===== config.mk =====
export PLATFORM = sky130hd
export DESIGN_NAME = rtv_cmd_validate
export DESIGN_NICKNAME = d
export VERILOG_FILES = /design/src/shared/rtv_pkg.sv /design/src/hw/rtv_sync2.sv /design/src/hw/rtv_byte_read.sv /design/src/hw/rtv_cmd_validate.sv
export SDC_FILE = /design/constraint.sdc
export NUM_CORES = 1
export LEC_CHECK = 0
export BUFFER_PORTS_ARGS = -buffer_cell sky130_fd_sc_hd__buf_4
export CAP_MARGIN = 10
export CORE_MARGIN = 5
export CORE_UTILIZATION = 55
export CTS_BUF_LIST = sky130_fd_sc_hd__clkbuf_4
export DETAILED_ROUTE_END_ITERATION = 8
export GPL_ROUTABILITY_DRIVEN = 0
export PLACE_DENSITY = 0.92
export SETUP_SLACK_MARGIN = 0.15
export SLEW_MARGIN = 30
export SYNTH_ARGS = -nofsm -noshare
export SYNTH_HDL_FRONTEND = slang
export SYNTH_SLANG_ARGS = --single-unit

===== constraint.sdc =====
create_clock -name mclk -period 2.7 [get_ports mclk]
set_input_delay 0.135 -clock mclk [delete_from_list [all_inputs] [get_ports mclk]]
set_output_delay 0.135 -clock mclk [all_outputs]
set_load 0.03 [all_outputs]

===== src/shared/rtv_pkg.sv =====
package rtv_pkg;

  // register byte offsets on the apb side
  localparam logic [7:0] RTV_OFF_CFG     = 8'h00;
  localparam logic [7:0] RTV_OFF_RTADDR  = 8'h04;
  localparam logic [7:0] RTV_OFF_LASTCMD = 8'h08;
  localparam logic [7:0] RTV_OFF_VSTAT   = 8'h0C;
  localparam logic [7:0] RTV_OFF_COUNT   = 8'h10;

  // option bit positions in the configuration register
  localparam int RTV_CFG_BCST_INV   = 4;
  localparam int RTV_CFG_UMC_INV    = 3;
  localparam int RTV_CFG_SEP_BCST   = 2;
  localparam int RTV_CFG_SIMPLE_MC  = 1;
  localparam int RTV_CFG_SS_READ8   = 0;
  localparam int RTV_CFG_W          = 5;

  // field positions in the validation status register
  localparam int RTV_VS_MSG_ERR     = 0;
  localparam int RTV_VS_BCAST       = 1;
  localparam int RTV_VS_UNDEF       = 2;

  // reset values
  localparam logic [4:0]  RTV_CFG_RST     = 5'h00;
  localparam logic [4:0]  RTV_RTADDR_RST  = 5'h00;
  localparam logic [15:0] RTV_LASTCMD_RST = 16'h0000;
  localparam logic [15:0] RTV_COUNT_RST   = 16'h0000;

  // command word fields and codes
  localparam logic [4:0] RTV_BCAST_ADDR  = 5'h1F;
  localparam logic [4:0] RTV_SA_MODE_LO  = 5'h00;
  localparam logic [4:0] RTV_SA_MODE_HI  = 5'h1F;
  localparam logic [4:0] RTV_MC_RX_MAX   = 5'h0F;
  localparam logic [4:0] RTV_MC_RX_16    = 5'h10;
  localparam logic [4:0] RTV_MC_RX_18    = 5'h12;
  localparam logic [4:0] RTV_MC_RX_19    = 5'h13;
  localparam logic [4:0] RTV_MC_TX_17    = 5'h11;
  localparam logic [4:0] RTV_MC_TX_20    = 5'h14;
  localparam logic [4:0] RTV_MC_TX_21    = 5'h15;

  // host pin synchroniser width: strobe, byte select, bus width strap
  localparam int RTV_PIN_W = 3;

  typedef enum logic [1:0] {
    RTV_VS_IDLE = 2'b01,
    RTV_VS_EVAL = 2'b10
  } rtv_vstate_t;

endpackage : rtv_pkg


===== src/hw/rtv_sync2.sv =====
`timescale 1ns/10ps
module rtv_sync2 #(
  parameter int W = 1
) (
  input  wire logic         mclk,  // device clock
  input  wire logic         rstn,  // async reset, active low
  input  wire logic [W-1:0] d,     // asynchronous level
  output logic      [W-1:0] q      // level in the mclk domain
);
  logic [W-1:0] meta_q;

  // first stage feeds the second stage only
  always_ff @(posedge mclk or negedge rstn) begin
    if (!rstn) begin
      meta_q <= '0;
      q      <= '0;
    end else begin
      meta_q <= d;
      q      <= meta_q;
    end
  end
endmodule : rtv_sync2


===== src/hw/rtv_byte_read.sv =====
`timescale 1ns/10ps
module rtv_byte_read (
  input  wire logic        mclk,       // device clock
  input  wire logic        rstn,       // async reset, active low
  input  wire logic        strobe,     // synchronised read strobe, active high
  input  wire logic        byte_sel,   // synchronised byte select, high = upper byte
  input  wire logic        single_en,  // single wide strobe serves both bytes
  input  wire logic [15:0] word,       // word being read
  output logic      [7:0]  byte_q      // byte presented to the host
);
  logic strobe_q;
  logic [7:0] pick;

  assign pick = byte_sel ? word[15:8] : word[7:0];

  always_ff @(posedge mclk or negedge rstn) begin
    if (!rstn) begin
      strobe_q <= 1'b0;
    end else begin
      strobe_q <= strobe;
    end
  end

  // dual strobe: one byte per strobe, latched at its start
  // single strobe: byte follows the select bit while the strobe is held
  always_ff @(posedge mclk or negedge rstn) begin
    if (!rstn) begin
      byte_q <= 8'h00;
    end else if (single_en && strobe) begin
      byte_q <= pick;
    end else if (strobe && !strobe_q) begin
      byte_q <= pick;
    end
  end
endmodule : rtv_byte_read


===== src/hw/rtv_cmd_validate.sv =====
// The placing of the registers and register access over APB were chosen for this implementation.
`timescale 1ns/10ps
// How it works
// option set: address 31 commands ignored silently
// option clear: address 31 is valid broadcast
// undefined set is limited to listed codes
// option clear: undefined legal gets in-form response
// undefined illegal: message error, status only
// option set: undefined codes ignored, no update
// option set: broadcast data to separate store
// option clear: broadcast data shares normal buffer
// option set: simplified handling for valid modes
// single strobe serves two-byte read on 8-bit
// host sets single-strobe before any readback
// master reset clears all five options
// options sampled when each command is validated
module rtv_cmd_validate
  import rtv_pkg::*;
(
  input  wire logic        mclk,               // device clock, 25 MHz
  input  wire logic        rstn,               // master reset, active low
  input  wire logic        psel,               // apb select
  input  wire logic        penable,            // apb enable
  input  wire logic [7:0]  paddr,              // apb byte address
  input  wire logic        pwrite,             // apb direction, high = write
  input  wire logic [31:0] pwdata,             // apb write data
  output logic      [31:0] prdata,             // apb read data
  output logic             pready,             // apb ready
  output logic             pslverr,            // apb error, unmapped address
  input  wire logic        cmd_strobe,         // command word received, one cycle
  input  wire logic [15:0] cmd_word,           // received command word
  input  wire logic        cmd_illegal,        // illegalization entry for the command
  input  wire logic        host_rd_strobe_n,   // host read strobe pin, active low
  input  wire logic        byte_select_address_bit, // host byte select pin
  input  wire logic        host_bus_8bit,      // bus width strap pin, high = 8 bit
  input  wire logic [15:0] host_rd_word,       // word addressed by the host
  output logic      [7:0]  host_rd_byte,       // byte driven to the host
  output logic             cmd_recognized,     // command accepted, pulse
  output logic             cmd_respond,        // send status word, pulse
  output logic             cmd_status_only,    // respond without data words, pulse
  output logic             cmd_msg_error,      // message error status bit, level
  output logic             cmd_status_update,  // update reported status, pulse
  output logic             cmd_bcast_sep,      // store data in broadcast area, pulse
  output logic             cmd_simplified,     // simplified mode handling, pulse
  output logic             broadcast_invalid_option,          // level
  output logic             undefined_mode_invalid_option,     // level
  output logic             separate_broadcast_data_option,    // level
  output logic             simplified_mode_processing_option, // level
  output logic             single_strobe_byte_read_option     // level
);

  logic [RTV_CFG_W-1:0] cfg_q;
  logic [4:0]           rtaddr_q;
  logic [15:0]          lastcmd_q;
  logic [2:0]           vstat_q;
  logic [15:0]          cnt_ok_q;
  logic [15:0]          cnt_ign_q;

  logic                 apb_setup;
  logic                 apb_wr;
  logic [31:0]          rd_mux;
  logic                 rd_hit;

  rtv_vstate_t          state_q;
  logic [15:0]          word_q;
  logic                 illegal_q;
  logic [RTV_CFG_W-1:0] opt_q;

  logic [4:0]           f_addr;
  logic                 f_tr;
  logic [4:0]           f_sa;
  logic [4:0]           f_mc;
  logic                 is_bcast;
  logic                 to_me;
  logic                 is_mode;
  logic                 is_undef;
  logic                 addr_ok;
  logic                 valid;
  logic                 judge;
  logic                 drop;

  logic [RTV_PIN_W-1:0] pin_raw;
  logic [RTV_PIN_W-1:0] pin_sync;
  logic                 single_en;

  // ---------------- apb slave ----------------
  // no wait state: prdata, pready and pslverr leave flops loaded in the setup cycle
  assign apb_setup = psel && !penable;
  assign apb_wr    = psel && penable && pready && pwrite;

  always_comb begin
    rd_mux = 32'h0000_0000;
    rd_hit = 1'b1;
    case (paddr)
      RTV_OFF_CFG:     rd_mux[RTV_CFG_W-1:0] = cfg_q;
      RTV_OFF_RTADDR:  rd_mux[4:0]           = rtaddr_q;
      RTV_OFF_LASTCMD: rd_mux[15:0]          = lastcmd_q;
      RTV_OFF_VSTAT:   rd_mux[2:0]           = vstat_q;
      RTV_OFF_COUNT:   rd_mux                = {cnt_ign_q, cnt_ok_q};
      default:         rd_hit                = 1'b0;
    endcase
  end

  always_ff @(posedge mclk or negedge rstn) begin
    if (!rstn) begin
      pready <= 1'b0;
    end else begin
      pready <= apb_setup;
    end
  end

  always_ff @(posedge mclk or negedge rstn) begin
    if (!rstn) begin
      prdata  <= 32'h0000_0000;
      pslverr <= 1'b0;
    end else if (apb_setup) begin
      prdata  <= pwrite ? 32'h0000_0000 : rd_mux;
      pslverr <= !rd_hit;
    end else begin
      prdata  <= 32'h0000_0000;
      pslverr <= 1'b0;
    end
  end

  // configuration options: written over apb, all cleared by master reset
  always_ff @(posedge mclk or negedge rstn) begin
    if (!rstn) begin
      cfg_q <= RTV_CFG_RST;
    end else if (apb_wr && paddr == RTV_OFF_CFG) begin
      cfg_q <= pwdata[RTV_CFG_W-1:0];
    end
  end

  always_ff @(posedge mclk or negedge rstn) begin
    if (!rstn) begin
      rtaddr_q <= RTV_RTADDR_RST;
    end else if (apb_wr && paddr == RTV_OFF_RTADDR) begin
      rtaddr_q <= pwdata[4:0];
    end
  end

  // option levels exported to the buffer and mode logic, one cycle behind cfg
  always_ff @(posedge mclk or negedge rstn) begin
    if (!rstn) begin
      broadcast_invalid_option <= 1'b0;
    end else begin
      broadcast_invalid_option <= cfg_q[RTV_CFG_BCST_INV];
    end
  end

  always_ff @(posedge mclk or negedge rstn) begin
    if (!rstn) begin
      undefined_mode_invalid_option <= 1'b0;
    end else begin
      undefined_mode_invalid_option <= cfg_q[RTV_CFG_UMC_INV];
    end
  end

  always_ff @(posedge mclk or negedge rstn) begin
    if (!rstn) begin
      separate_broadcast_data_option <= 1'b0;
    end else begin
      separate_broadcast_data_option <= cfg_q[RTV_CFG_SEP_BCST];
    end
  end

  always_ff @(posedge mclk or negedge rstn) begin
    if (!rstn) begin
      simplified_mode_processing_option <= 1'b0;
    end else begin
      simplified_mode_processing_option <= cfg_q[RTV_CFG_SIMPLE_MC];
    end
  end

  always_ff @(posedge mclk or negedge rstn) begin
    if (!rstn) begin
      single_strobe_byte_read_option <= 1'b0;
    end else begin
      single_strobe_byte_read_option <= cfg_q[RTV_CFG_SS_READ8];
    end
  end

  // ---------------- command validation ----------------
  // a strobe arriving while a word is still being judged is dropped;
  // bus words are microseconds apart so this never happens in service
  always_ff @(posedge mclk or negedge rstn) begin
    if (!rstn) begin
      state_q <= RTV_VS_IDLE;
    end else begin
      case (state_q)
        RTV_VS_IDLE: begin
          if (cmd_strobe) begin
            state_q <= RTV_VS_EVAL;
          end
        end
        RTV_VS_EVAL: state_q <= RTV_VS_IDLE;
        default:     state_q <= RTV_VS_IDLE;
      endcase
    end
  end

  // snapshot of the word and the options: a host write mid-check waits
  always_ff @(posedge mclk or negedge rstn) begin
    if (!rstn) begin
      word_q    <= 16'h0000;
      illegal_q <= 1'b0;
      opt_q     <= RTV_CFG_RST;
    end else if (state_q == RTV_VS_IDLE && cmd_strobe) begin
      word_q    <= cmd_word;
      illegal_q <= cmd_illegal;
      opt_q     <= cfg_q;
    end
  end

  assign f_addr   = word_q[15:11];
  assign f_tr     = word_q[10];
  assign f_sa     = word_q[9:5];
  assign f_mc     = word_q[4:0];
  assign is_bcast = (f_addr == RTV_BCAST_ADDR);
  assign to_me    = (f_addr == rtaddr_q);
  assign is_mode  = (f_sa == RTV_SA_MODE_LO) || (f_sa == RTV_SA_MODE_HI);

  // only these receive and transmit codes count as undefined
  assign is_undef = is_mode && (
      (!f_tr && (f_mc <= RTV_MC_RX_MAX)) ||
      (!f_tr && (f_mc == RTV_MC_RX_16 || f_mc == RTV_MC_RX_18 ||
                 f_mc == RTV_MC_RX_19)) ||
      (f_tr && (f_mc == RTV_MC_TX_17 || f_mc == RTV_MC_TX_20 ||
                f_mc == RTV_MC_TX_21)));

  // own address 31 collides with broadcast and is handled as broadcast
  assign addr_ok = is_bcast ? !opt_q[RTV_CFG_BCST_INV] : to_me;
  assign valid   = addr_ok && !(is_undef && opt_q[RTV_CFG_UMC_INV]);
  assign judge   = (state_q == RTV_VS_EVAL) && valid;
  assign drop    = (state_q == RTV_VS_EVAL) && !valid;

  // per-command pulses, high for the single cycle after the check
  always_ff @(posedge mclk or negedge rstn) begin
    if (!rstn) begin
      cmd_recognized <= 1'b0;
    end else begin
      cmd_recognized <= judge;
    end
  end

  always_ff @(posedge mclk or negedge rstn) begin
    if (!rstn) begin
      cmd_respond <= 1'b0;
    end else begin
      cmd_respond <= judge && !is_bcast;
    end
  end

  always_ff @(posedge mclk or negedge rstn) begin
    if (!rstn) begin
      cmd_status_only <= 1'b0;
    end else begin
      cmd_status_only <= judge && !is_bcast && illegal_q;
    end
  end

  always_ff @(posedge mclk or negedge rstn) begin
    if (!rstn) begin
      cmd_status_update <= 1'b0;
    end else begin
      cmd_status_update <= judge;
    end
  end

  always_ff @(posedge mclk or negedge rstn) begin
    if (!rstn) begin
      cmd_bcast_sep <= 1'b0;
    end else begin
      cmd_bcast_sep <= judge && is_bcast && opt_q[RTV_CFG_SEP_BCST];
    end
  end

  always_ff @(posedge mclk or negedge rstn) begin
    if (!rstn) begin
      cmd_simplified <= 1'b0;
    end else begin
      cmd_simplified <= judge && is_mode && opt_q[RTV_CFG_SIMPLE_MC];
    end
  end

  // reported status moves only for recognised commands, so an ignored
  // word never disturbs what transmit-status or last-command returns
  always_ff @(posedge mclk or negedge rstn) begin
    if (!rstn) begin
      cmd_msg_error <= 1'b0;
    end else if (judge) begin
      cmd_msg_error <= illegal_q;
    end
  end

  always_ff @(posedge mclk or negedge rstn) begin
    if (!rstn) begin
      lastcmd_q <= RTV_LASTCMD_RST;
    end else if (judge) begin
      lastcmd_q <= word_q;
    end
  end

  always_ff @(posedge mclk or negedge rstn) begin
    if (!rstn) begin
      vstat_q <= 3'h0;
    end else if (judge) begin
      vstat_q[RTV_VS_MSG_ERR] <= illegal_q;
      vstat_q[RTV_VS_BCAST]   <= is_bcast;
      vstat_q[RTV_VS_UNDEF]   <= is_undef;
    end
  end

  // counters saturate rather than wrap so a long soak stays readable
  always_ff @(posedge mclk or negedge rstn) begin
    if (!rstn) begin
      cnt_ok_q <= RTV_COUNT_RST;
    end else if (judge && cnt_ok_q != 16'hFFFF) begin
      cnt_ok_q <= cnt_ok_q + 16'h0001;
    end
  end

  always_ff @(posedge mclk or negedge rstn) begin
    if (!rstn) begin
      cnt_ign_q <= RTV_COUNT_RST;
    end else if (drop && cnt_ign_q != 16'hFFFF) begin
      cnt_ign_q <= cnt_ign_q + 16'h0001;
    end
  end

  // ---------------- host byte read path ----------------
  assign pin_raw = {host_bus_8bit, byte_select_address_bit, !host_rd_strobe_n};

  rtv_sync2 #(
    .W (RTV_PIN_W)
  ) u_pin_sync (
    .mclk (mclk),
    .rstn (rstn),
    .d    (pin_raw),
    .q    (pin_sync)
  );

  // the option only matters on the narrow bus; host sets it before readback
  assign single_en = cfg_q[RTV_CFG_SS_READ8] && pin_sync[2];

  rtv_byte_read u_byte_read (
    .mclk      (mclk),
    .rstn      (rstn),
    .strobe    (pin_sync[0]),
    .byte_sel  (pin_sync[1]),
    .single_en (single_en),
    .word      (host_rd_word),
    .byte_q    (host_rd_byte)
  );

endmodule : rtv_cmd_validate


==> qor.yml, run 1 <==
status:
  status: "finished, final reports clean"
die:
  initial_core_util: 0.569
  die_h_um: 114
  die_w_um: 114
  ios: 136
  die_area_um2: 12900
  coreArea_um2: 10400
  rows: 37
cts:
  cts_setup_buffers: 0
  cts_tree: "built"
  cts_hold_buf: 45
  cts_max_level: 4
  clkSinkCount: 143
  postCtsResizedCells: 0
  cts.clk_slew.worst_paths_ns: 0.14
  root_buffer: "clkbuf_4"
  clockBufferDepth: 2
  cts_buffers: 17
  clk-insertion-delay-late_ns: 0.54
timing:
  clock_skew_ns: 0.0305
  hold_slack_ns: 0.0416
  setup_tns_ns: 0
  finalHoldViolations: 0
  worst_pin_slew_ns: 0.691
  min_period_over_period: 0.902
  setup_viol: 0
  fin_crit_ns: 2.44
  maxSlewHeadroom: 0.539
  rsz0062_at_grt: "false"
  drv_slew: 0
  clock.fmax_mhz: 411
synth:
  ys_ff_latch: 143
  yosysTopAreaCell: "dfrtp_1"
  synthTopCellsByCount: "dfrtp_1 (142), nand2_1 (88), nor2_1 (29)"
  syn_area_um2: 5900
  syn_avg_cell_area_um2: 11.8
  yosysSeqAreaShare: 0.607
  synth-main-ff-cell: "dfrtp_1"
  ys_types: 46
  synth.most_common_cell: "dfrtp_1"
  syn-num-nets: 583
  synth-edff-count: 0
  synth_top_area_share: 0.603
  syn_inst: 499
  async_reset_ff_frac: 1.00
  ys_top_cells_by_area: "dfrtp_1 (60%), nand2_1 (5.6%), mux2_2 (4.8%)"
  ys.warnings.count: 0
detailed_routing:
  wl_um: 14600
  antenna_left: 0
  route.vias.total: 4506
  drc_errors: 0
  wl_per_cell_um: 18.1
  dr.first_iter.drc_count: 358
  via_per_inst: 5.56
  first_pass_iters: 7
final_layout:
  num-nets-final: 746
  diodes: 0
  syn_to_final_growth_pct: 29.7
  final_layout_size_suffix_gt1_frac: 0.282
  fillers: 664
worst_setup_path:
  required_ns: 3.13
  cp_top_family: "simple AND/OR/NAND/NOR gates"
  path_max_fanout: 11
  worstSetupPathType: "flop to flop"
  critPathMaxStageDelay_ns: 0.53
  crit_path_top_delay_cell: "nor4_1"
  arrival_ns: 2.87
  crit_chain: "ha_1 > nand3_1 > nor4_1 > nand2_1 > nand2_1 > mux2_1"
  crit_buf_inv: 0
  rrSetupSlack_ns: 0.26
  end_kind: "flop"
  cp-start-kind: "flop"
  crit_top_cell: "nand2_1"
placement:
  hpwl_um: 9300
  port_buffers: 108
grt:
  grt_usage: 0.240
  grt_pass1_vias: 4850
  grt_pass1_wl_um: 24100
  grt_max_degree: 77
  antenna_found_initial: 0
  grt_overflow: 0
min_path:
  hold_class: "primary input to flop"
power_and_ir_drop:
  powerDensity_nw_per_um2: 615
  power.leakage_nw: 3.79
  vdd_drop_max_uv: 559
job:
  drv_cap: 0
[registers in the layout (all words and copies together), names as in the netlist, 2 cells and up]
signal	flops
prdata	32
cnt_ign_q	16
cnt_ok_q	16
lastcmd_q	16
word_q	16
u_byte_read.byte_q	8
cfg_q	5
rtaddr_q	5
opt_q	4
u_pin_sync.meta_q	3
u_pin_sync.q	3
vstat_q	3
state_q	2
[per-layer routing]
layer,routed length [µm],global-route usage
met5,0,0
met4,574,0.111
met3,1050,0.0626
met2,7480,0.416
met1,5520,0.279
[report_power, final]
part | switching [W] | internal, W | total, W
Sequential | 0.000214 | 0.00236 | 0.00257
Combinational | 0.000327 | 0.000328 | 0.000656
Clock | 0.000817 | 0.000657 | 0.00147
[per-stage QoR]
stage                     area [µm²]  setup WS, ns   util  instances  total power [W]
after global placement          6890         0.434  0.664        734          0.00314
after global routing            7650         0.163  0.737        810          0.00492
after CTS                       7650         0.290  0.737        810          0.00470
after floorplan                 5900         0.610      -        499          0.00291
after detailed placement        6890         0.377  0.664        734          0.00319
final                           7650         0.264  0.737        810          0.00470
[final timing paths]
check | start | to | cells after the start
hold reg to reg | u_pin_sync.meta_q[1]$_DFF_PN0_ | u_pin_sync.q[1]$_DFF_PN0_ | 0
min in group asynchronous | rstn | separate_broadcast_data_option$_DFF_PN0_ | 2
setup / recovery | cnt_ign_q[0]$_DFFE_PN0P_ | cnt_ign_q[1]$_DFFE_PN0P_ | 6
setup reg to reg | cnt_ign_q[0]$_DFFE_PN0P_ | cnt_ign_q[1]$_DFFE_PN0P_ | 6
max in group asynchronous | rstn | u_pin_sync.meta_q[0]$_DFF_PN0_ | 3
hold / removal | paddr[5] | prdata[3]$_DFF_PN0_ | 5
[layout by cell type (no fill, tap or decap), types with 5 or more instances in the layout]
cell	instances
a22o_1	5
a22oi_1	13
and2_1	18
and3_1	8
buf_4	117
clkbuf_4	17
dfrtp_1	142
dlygate4sd3_1	45
inv_1	10
inv_6	5
mux2_1	6
mux2_2	25
mux2i_1	9
nand2_1	88
nand3_1	15
nand4_1	10
nor2_1	29
nor2b_1	6
nor3_1	7
nor3b_1	5
nor4_1	6
o21ai_0	11
xnor2_1	20
xor2_1	14
[worst register-to-register path, stage by stage (launching register included)]
cell and delay (ns):
dfrtp_1 0.43, ha_1 0.25, nand3_1 0.12, nor4_1 0.53
nand2_1 0.43, nand2_1 0.23, mux2_1 0.34
[kinds of logic (layout without fill, tap and decap cells)]
kind of cell    count (synthesis)  in the layout  share of synthesized area
fa+ha+maj                       3              3                    0.00594
simple gates                  209            209                      0.176
buf+inv                        31            206                     0.0223
mux                            44             44                     0.0898
compound gates                 35             35                     0.0488
flops                         143            143                      0.607
xor+xnor                       34             34                     0.0505
[area by class of cell]
type	count	area (µm²)	share of cell area
flip-flops and latches	143	3580	0.468
well taps	136	170	0.0223
repair buffers	164	1360	0.178
clock inverters	14	181	0.0237
multi-input cells	325	2190	0.286
clock buffers	17	128	0.0167
inverters	11	41.3	0.00540
Note: power is estimated with default switching activity, not from simulation.
==> run 2, diff against run 1 <==
--- a/config.mk
+++ b/config.mk
@@ -12,7 +12,7 @@
 export CTS_BUF_LIST = sky130_fd_sc_hd__clkbuf_4
 export DETAILED_ROUTE_END_ITERATION = 8
 export GPL_ROUTABILITY_DRIVEN = 0
-export PLACE_DENSITY = 0.92
+export PLACE_DENSITY_LB_ADDON = 0.25
 export SETUP_SLACK_MARGIN = 0.15
 export SLEW_MARGIN = 30
 export SYNTH_ARGS = -nofsm -noshare
==> qor.yml, run 2 (synthesis results as in run 1) <==
detailed_routing:
  wl_um: 13200  # was 14600 µm
  antenna_left: 0  # unchanged
  route.vias.total: 4322  # was 4506
  dr.first_iter.drc_count: 328  # was 358
  drc_errors: 0  # unchanged
  wl_per_cell_um: 16.3  # was 18.1 µm
  via_per_inst: 5.33  # was 5.56
  first_pass_iters: 4  # was 7
worst_setup_path:
  arrival_ns: 2.78  # was 2.87 ns
  crit_top_cell: "dlygate4sd3_1"  # was nand2_1
  cp_top_family: "buffers and inverters"  # was simple AND/OR/NAND/NOR gates
  crit_chain: "dlygate4sd3_1 > buf_4 > nor2_1 > dlygate4sd3_1 > nand2_1 > or2_2 > nor3_1 > nor2b_2 > mux2_2"  # was ha_1 > nand3_1 > nor4_1 > nand2_1 > nand2_1 > mux2_1
  required_ns: 3.12  # was 3.13 ns
  crit_path_top_delay_cell: "dlygate4sd3_1"  # was nor4_1
  end_kind: "flop"  # unchanged
  cp-start-kind: "primary input"  # was flop
  crit_buf_inv: 3  # was 0
  critPathMaxStageDelay_ns: 0.56  # was 0.53 ns
  path_max_fanout: 5  # was 11
  worstSetupPathType: "primary input to flop"  # was flop to flop
grt:
  grt_usage: 0.217  # was 0.240
  grt_max_degree: 82  # was 77
  grt_pass1_vias: 4668  # was 4850
  antenna_found_initial: 0  # unchanged
  grt_overflow: 0  # unchanged
  grt_pass1_wl_um: 22100  # was 24100 µm
cts:
  clockBufferDepth: 2  # unchanged
  cts_buffers: 17  # unchanged
  clkSinkCount: 143  # unchanged
  root_buffer: "clkbuf_4"  # unchanged
  cts_tree: "built"  # unchanged
  clk-insertion-delay-late_ns: 0.53  # was 0.54 ns
  cts_max_level: 4  # unchanged
  cts.clk_slew.worst_paths_ns: 0.11  # was 0.14 ns
die:
  ios: 136  # unchanged
  die_w_um: 114  # unchanged
  die_h_um: 114  # unchanged
  initial_core_util: 0.569  # unchanged
  coreArea_um2: 10400  # unchanged
  die_area_um2: 12900  # unchanged
  rows: 37  # unchanged
power_and_ir_drop:
  power.leakage_nw: 3.81  # was 3.79 nW
  powerDensity_nw_per_um2: 618  # was 615 nW/µm²
  vdd_drop_max_uv: 368  # was 559 µV
  finalPower_w: 0.00476  # was 0.00470 W
  p_sw_frac: 0.262  # was 0.289
  p_int_w: 0.00351  # was 0.00334 W
  p_seq_frac: 0.539  # was 0.547
  p_switching_w: 0.00125  # was 0.00136 W
  share_comb_of_total_power: 0.137  # was 0.140
  clock_power_share: 0.324  # was 0.314
final_layout:
  num-nets-final: 748  # was 746
  largest_reg_flops: 32  # unchanged
  largest_register: "prdata"  # unchanged
  final_cell_mix: "dfrtp_1 (142), buf_4 (116), nand2_1 (88)"  # was dfrtp_1 (142), buf_4 (117), nand2_1 (88)
  final_common_cell: "dfrtp_1"  # unchanged
  syn_to_final_growth_pct: 30.6  # was 29.7%
  final_layout_size_suffix_gt1_frac: 0.277  # was 0.282
  stdcell_area_um2: 7700  # was 7650 µm²
  diodes: 0  # unchanged
  utilization: 0.742  # was 0.737
timing:
  setup_tns_ns: 0  # unchanged
  rsz0062_at_grt: "false"  # unchanged
  setup_viol: 0  # unchanged
  drv_slew: 0  # unchanged
  setup_ws_ns: 0.340  # was 0.264 ns
  clock.fmax_mhz: 424  # was 411 MHz
  clock_skew_ns: 0.0156  # was 0.0305 ns
  finalHoldViolations: 0  # unchanged
  min_period_over_period: 0.874  # was 0.902
  worst_pin_slew_ns: 0.725  # was 0.691 ns
  maxSlewHeadroom: 0.517  # was 0.539
  fin_crit_ns: 2.36  # was 2.44 ns
min_path:
  hold_class: "primary input to flop"  # unchanged
placement:
  port_buffers: 108  # unchanged
  hpwl_um: 8920  # was 9300 µm
  dpl_worst_slack_ns: 0.346  # was 0.377 ns
  postPlaceCellArea_um2: 6880  # was 6890 µm²
status:
  status: "finished, final reports clean"  # unchanged
job:
  drv_cap: 0  # unchanged
-- run 2: worst register-to-register path, stage by stage, from the launching register on --
cell,delay (ns)
dfrtp_1,0.42
or4_4,0.55
mux2i_4,0.23
o311ai_4,0.18
a21bo_1,0.27
nor4_1,0.44
xor2_1,0.19
-- run 2: path summary, 6_finish.rpt --
path | to | slack [ns] | start | cells past startpoint
max | cfg_q[0]$_DFFE_PN0P_ | 0.34 | paddr[7] | 9
min | prdata[3]$_DFF_PN0_ | 0.04 | paddr[4] | 4
max in group asynchronous | prdata[25]$_DFF_PN0_ | 1.71 | rstn | 3
min reg2reg | u_pin_sync.q[2]$_DFF_PN0_ | 0.35 | u_pin_sync.meta_q[2]$_DFF_PN0_ | 0
max reg2reg | cnt_ign_q[13]$_DFFE_PN0P_ | 0.36 | word_q[5]$_DFFE_PN0P_ | 6
min in group asynchronous | u_byte_read.byte_q[4]$_DFFE_PN0P_ | 0.21 | rstn | 2
-- run 2: layout make-up --
cell class / instances / area (µm²)
clock buffers: 18 / 135
clock inverters: 12 / 194
fillers: 677 / 2670
inverters: 11 / 41.3
multi-input cells: 325 / 2200
flip-flops and latches: 143 / 3580
well taps: 136 / 170
repair buffers: 166 / 1380
-- run 2: what timing repair did --
item / 4_1_cts / 5_1_grt
hold buffers: 48 / 0
gates resized for setup: 0 / 2
buffers inserted: 0 / 0
setup endpoints to repair: 0 / 4
hold endpoints to repair: 120 / 0
-- run 2: power groups by stage --
| stage | clock network (W) | logic (W) | registers, W |
|---|---|---|---|
| 6_report | 0.00154 | 0.000650 | 0.00256 |
| 5_1_grt | 0.00166 | 0.000724 | 0.00259 |
| 4_1_cts | 0.00158 | 0.000648 | 0.00256 |
| 3_5_place_dp | 0 | 0.000585 | 0.00260 |
| 3_3_place_gp | 0 | 0.000558 | 0.00259 |
| 2_1_floorplan | 0 | 0.000328 | 0.00258 |
-- run 2: layer usage --
| metal | share of wire | wire length [µm] | vias up | track usage |
|---|---|---|---|---|
| li1 | - | - | 2028 | - |
| met1 | 0.40 | 5290 | 2128 | 0.259 |
| met2 | 0.52 | 6920 | 140 | 0.374 |
| met3 | 0.055 | 729 | 26 | 0.0483 |
| met4 | 0.022 | 285 | 0 | 0.101 |
| met5 | 0 | 0 | - | 0 |
-- run 2: metrics by stage --
stage / std cells / hold slack, ns
after floorplan: 499 / -0.161
after global placement: 733 / 0.208
after detailed placement: 733 / 0.214
after CTS: 811 / 0.00361
after global routing: 811 / 0.00738
final: 811 / 0.0420
==> run 3, diff against run 2 <==
--- a/config.mk
+++ b/config.mk
@@ -13,6 +13,7 @@
 export DETAILED_ROUTE_END_ITERATION = 8
 export GPL_ROUTABILITY_DRIVEN = 0
 export PLACE_DENSITY_LB_ADDON = 0.25
+export RECOVER_POWER = 100
 export SETUP_SLACK_MARGIN = 0.15
 export SLEW_MARGIN = 30
 export SYNTH_ARGS = -nofsm -noshare
==> qor.yml, run 3 (synthesis results as in run 1) <==
worst_setup_path:
  required_ns: 3.13  # was 3.12 ns
  worstSetupPathType: "primary input to flop"  # unchanged
  crit_buf_inv: 3  # unchanged
  crit_path_top_delay_cell: "dlygate4sd3_1"  # unchanged
  cp-start-kind: "primary input"  # unchanged
  arrival_ns: 2.90  # was 2.78 ns
  crit_chain: "dlygate4sd3_1 > clkbuf_4 > nor2_1 > dlygate4sd3_1 > nand2_1 > or2_2 > nor3_1 > nor2b_1 > mux2_2"  # was dlygate4sd3_1 > buf_4 > nor2_1 > dlygate4sd3_1 > nand2_1 > or2_2 > nor3_1 > nor2b_2 > mux2_2
  end_kind: "flop"  # unchanged
  path_max_fanout: 5  # unchanged
  crit_top_cell: "dlygate4sd3_1"  # unchanged
  critPathMaxStageDelay_ns: 0.55  # was 0.56 ns
  cp_top_family: "buffers and inverters"  # unchanged
timing:
  min_period_over_period: 0.912  # was 0.874
  maxSlewHeadroom: -0.300  # was 0.517
  fin_crit_ns: 2.46  # was 2.36 ns
  setup_viol: 0  # unchanged
  clock.fmax_mhz: 406  # was 424 MHz
  drv_slew: 82  # was 0
  rsz0062_at_grt: "false"  # unchanged
  worst_pin_slew_ns: 1.95  # was 0.725 ns
  clock_skew_ns: 0.0162  # was 0.0156 ns
  finalHoldViolations: 0  # unchanged
  setup_tns_ns: 0  # unchanged
cts:
  clk-insertion-delay-late_ns: 0.54  # was 0.53 ns
  cts_tree: "built"  # unchanged
  clockBufferDepth: 2  # unchanged
  cts_setup_buffers: 0  # unchanged
  clkSinkCount: 143  # unchanged
  cts.clk_slew.worst_paths_ns: 0.11  # about the same
  cts_max_level: 4  # unchanged
  root_buffer: "clkbuf_4"  # unchanged
  cts_buffers: 17  # unchanged
detailed_routing:
  antenna_left: 0  # unchanged
  dr.first_iter.drc_count: 311  # was 328
  wl_per_cell_um: 16.3  # about the same
  via_per_inst: 5.31  # was 5.33
  drc_errors: 0  # unchanged
  route.vias.total: 4311  # was 4322
  first_pass_iters: 4  # unchanged
  wl_um: 13300  # was 13200 µm
die:
  die_area_um2: 12900  # unchanged
  ios: 136  # unchanged
  initial_core_util: 0.569  # unchanged
  die_w_um: 114  # unchanged
  die_h_um: 114  # unchanged
  rows: 37  # unchanged
  coreArea_um2: 10400  # unchanged
grt:
  grt_pass1_vias: 4668  # unchanged
  grt_max_degree: 82  # unchanged
  grt_overflow: 0  # unchanged
  antenna_found_initial: 0  # unchanged
  grt_usage: 0.217  # unchanged
  grt_pass1_wl_um: 22100  # unchanged
placement:
  hpwl_um: 8920  # unchanged
  postPlaceCellArea_um2: 6880  # unchanged
  port_buffers: 108  # unchanged
final_layout:
  syn_to_final_growth_pct: 26.5  # was 30.6%
  largest_reg_flops: 32  # unchanged
  stdcell_area_um2: 7460  # was 7700 µm²
  final_cell_mix: "dfrtp_1 (142), nand2_1 (88), clkbuf_1 (57)"  # was dfrtp_1 (142), buf_4 (116), nand2_1 (88)
  num-nets-final: 748  # unchanged
  final_layout_size_suffix_gt1_frac: 0.187  # was 0.277
  largest_register: "prdata"  # unchanged
  final_common_cell: "dfrtp_1"  # unchanged
status:
  violations: "capacitance limit, slew limit"
  status: "finished with violations"  # was finished, final reports clean
power_and_ir_drop:
  powerDensity_nw_per_um2: 632  # was 618 nW/µm²
  vdd_drop_max_uv: 366  # was 368 µV
  power.leakage_nw: 3.56  # was 3.81 nW
job:
  drv_cap: 1  # was 0
min_path:
  hold_class: "primary input to flop"  # unchanged
[run 3: what timing repair did]
action	4_1_cts	5_1_grt
hold buffers	48	0
resized for setup	0	2
hold endpoints to repair	120	0
setup endpoints to repair	0	4
[run 3: layout make-up]
type                            count  area, µm²
Fill cell                         739       2910
Multi-Input combinational cell    325       2180
Tap cell                          136        170
Sequential cell                   143       3580
Timing Repair Buffer              166       1160
Clock buffer                       18        135
Inverter                           11       41.3
Clock inverter                     12        194
Antenna cell                        1       2.50
[run 3: power breakdown]
part           switching, W  leakage [nW]  internal [W]  total (W)
combinational      0.000314          1.48      0.000299   0.000614
sequential         0.000205          1.92       0.00236    0.00256
clock              0.000721         0.165      0.000821    0.00154
[run 3: worst register-to-register path, stage by stage (launching register included)]
cell     delay, ns
dfrtp_1       0.47
xnor2_1       0.18
nand3_1       0.12
o31ai_2       0.46
nand3_4       0.25
buf_12        0.23
nor4_1        0.40
xor2_1        0.18
[run 3: worst paths after layout]
path	from	slack, ns	cells after the start	to
min in group asynchronous	rstn	0.67	2	u_byte_read.byte_q[4]$_DFFE_PN0P_
max in group asynchronous	rstn	0.61	3	pready$_DFF_PN0_
hold reg to reg	u_pin_sync.meta_q[2]$_DFF_PN0_	0.35	0	u_pin_sync.q[2]$_DFF_PN0_
setup reg to reg	word_q[14]$_DFFE_PN0P_	0.34	7	cnt_ok_q[15]$_DFFE_PN0P_
setup / recovery	paddr[7]	0.24	9	cfg_q[0]$_DFFE_PN0P_
hold / removal	paddr[4]	0.03	4	prdata[3]$_DFF_PN0_
[run 3: through the flow]
stage	hold WS (ns)	instances	setup slack, ns	utilization	power [W]
finish	0.0265	812	0.238	0.719	0.00472
global route	0.00738	811	0.119	0.719	0.00495
CTS	0.00361	811	0.312	0.741	0.00479
detailed placement	0.214	733	0.346	0.663	0.00319
global placement	0.208	733	0.406	0.663	0.00315
floorplan	-0.161	499	0.610	-	0.00291
[run 3: per-layer routing]
metal / share of wire / track usage
met1: 0.40 / 0.259
met2: 0.52 / 0.374
met3: 0.063 / 0.0483
met4: 0.023 / 0.101
met5: 0 / 0
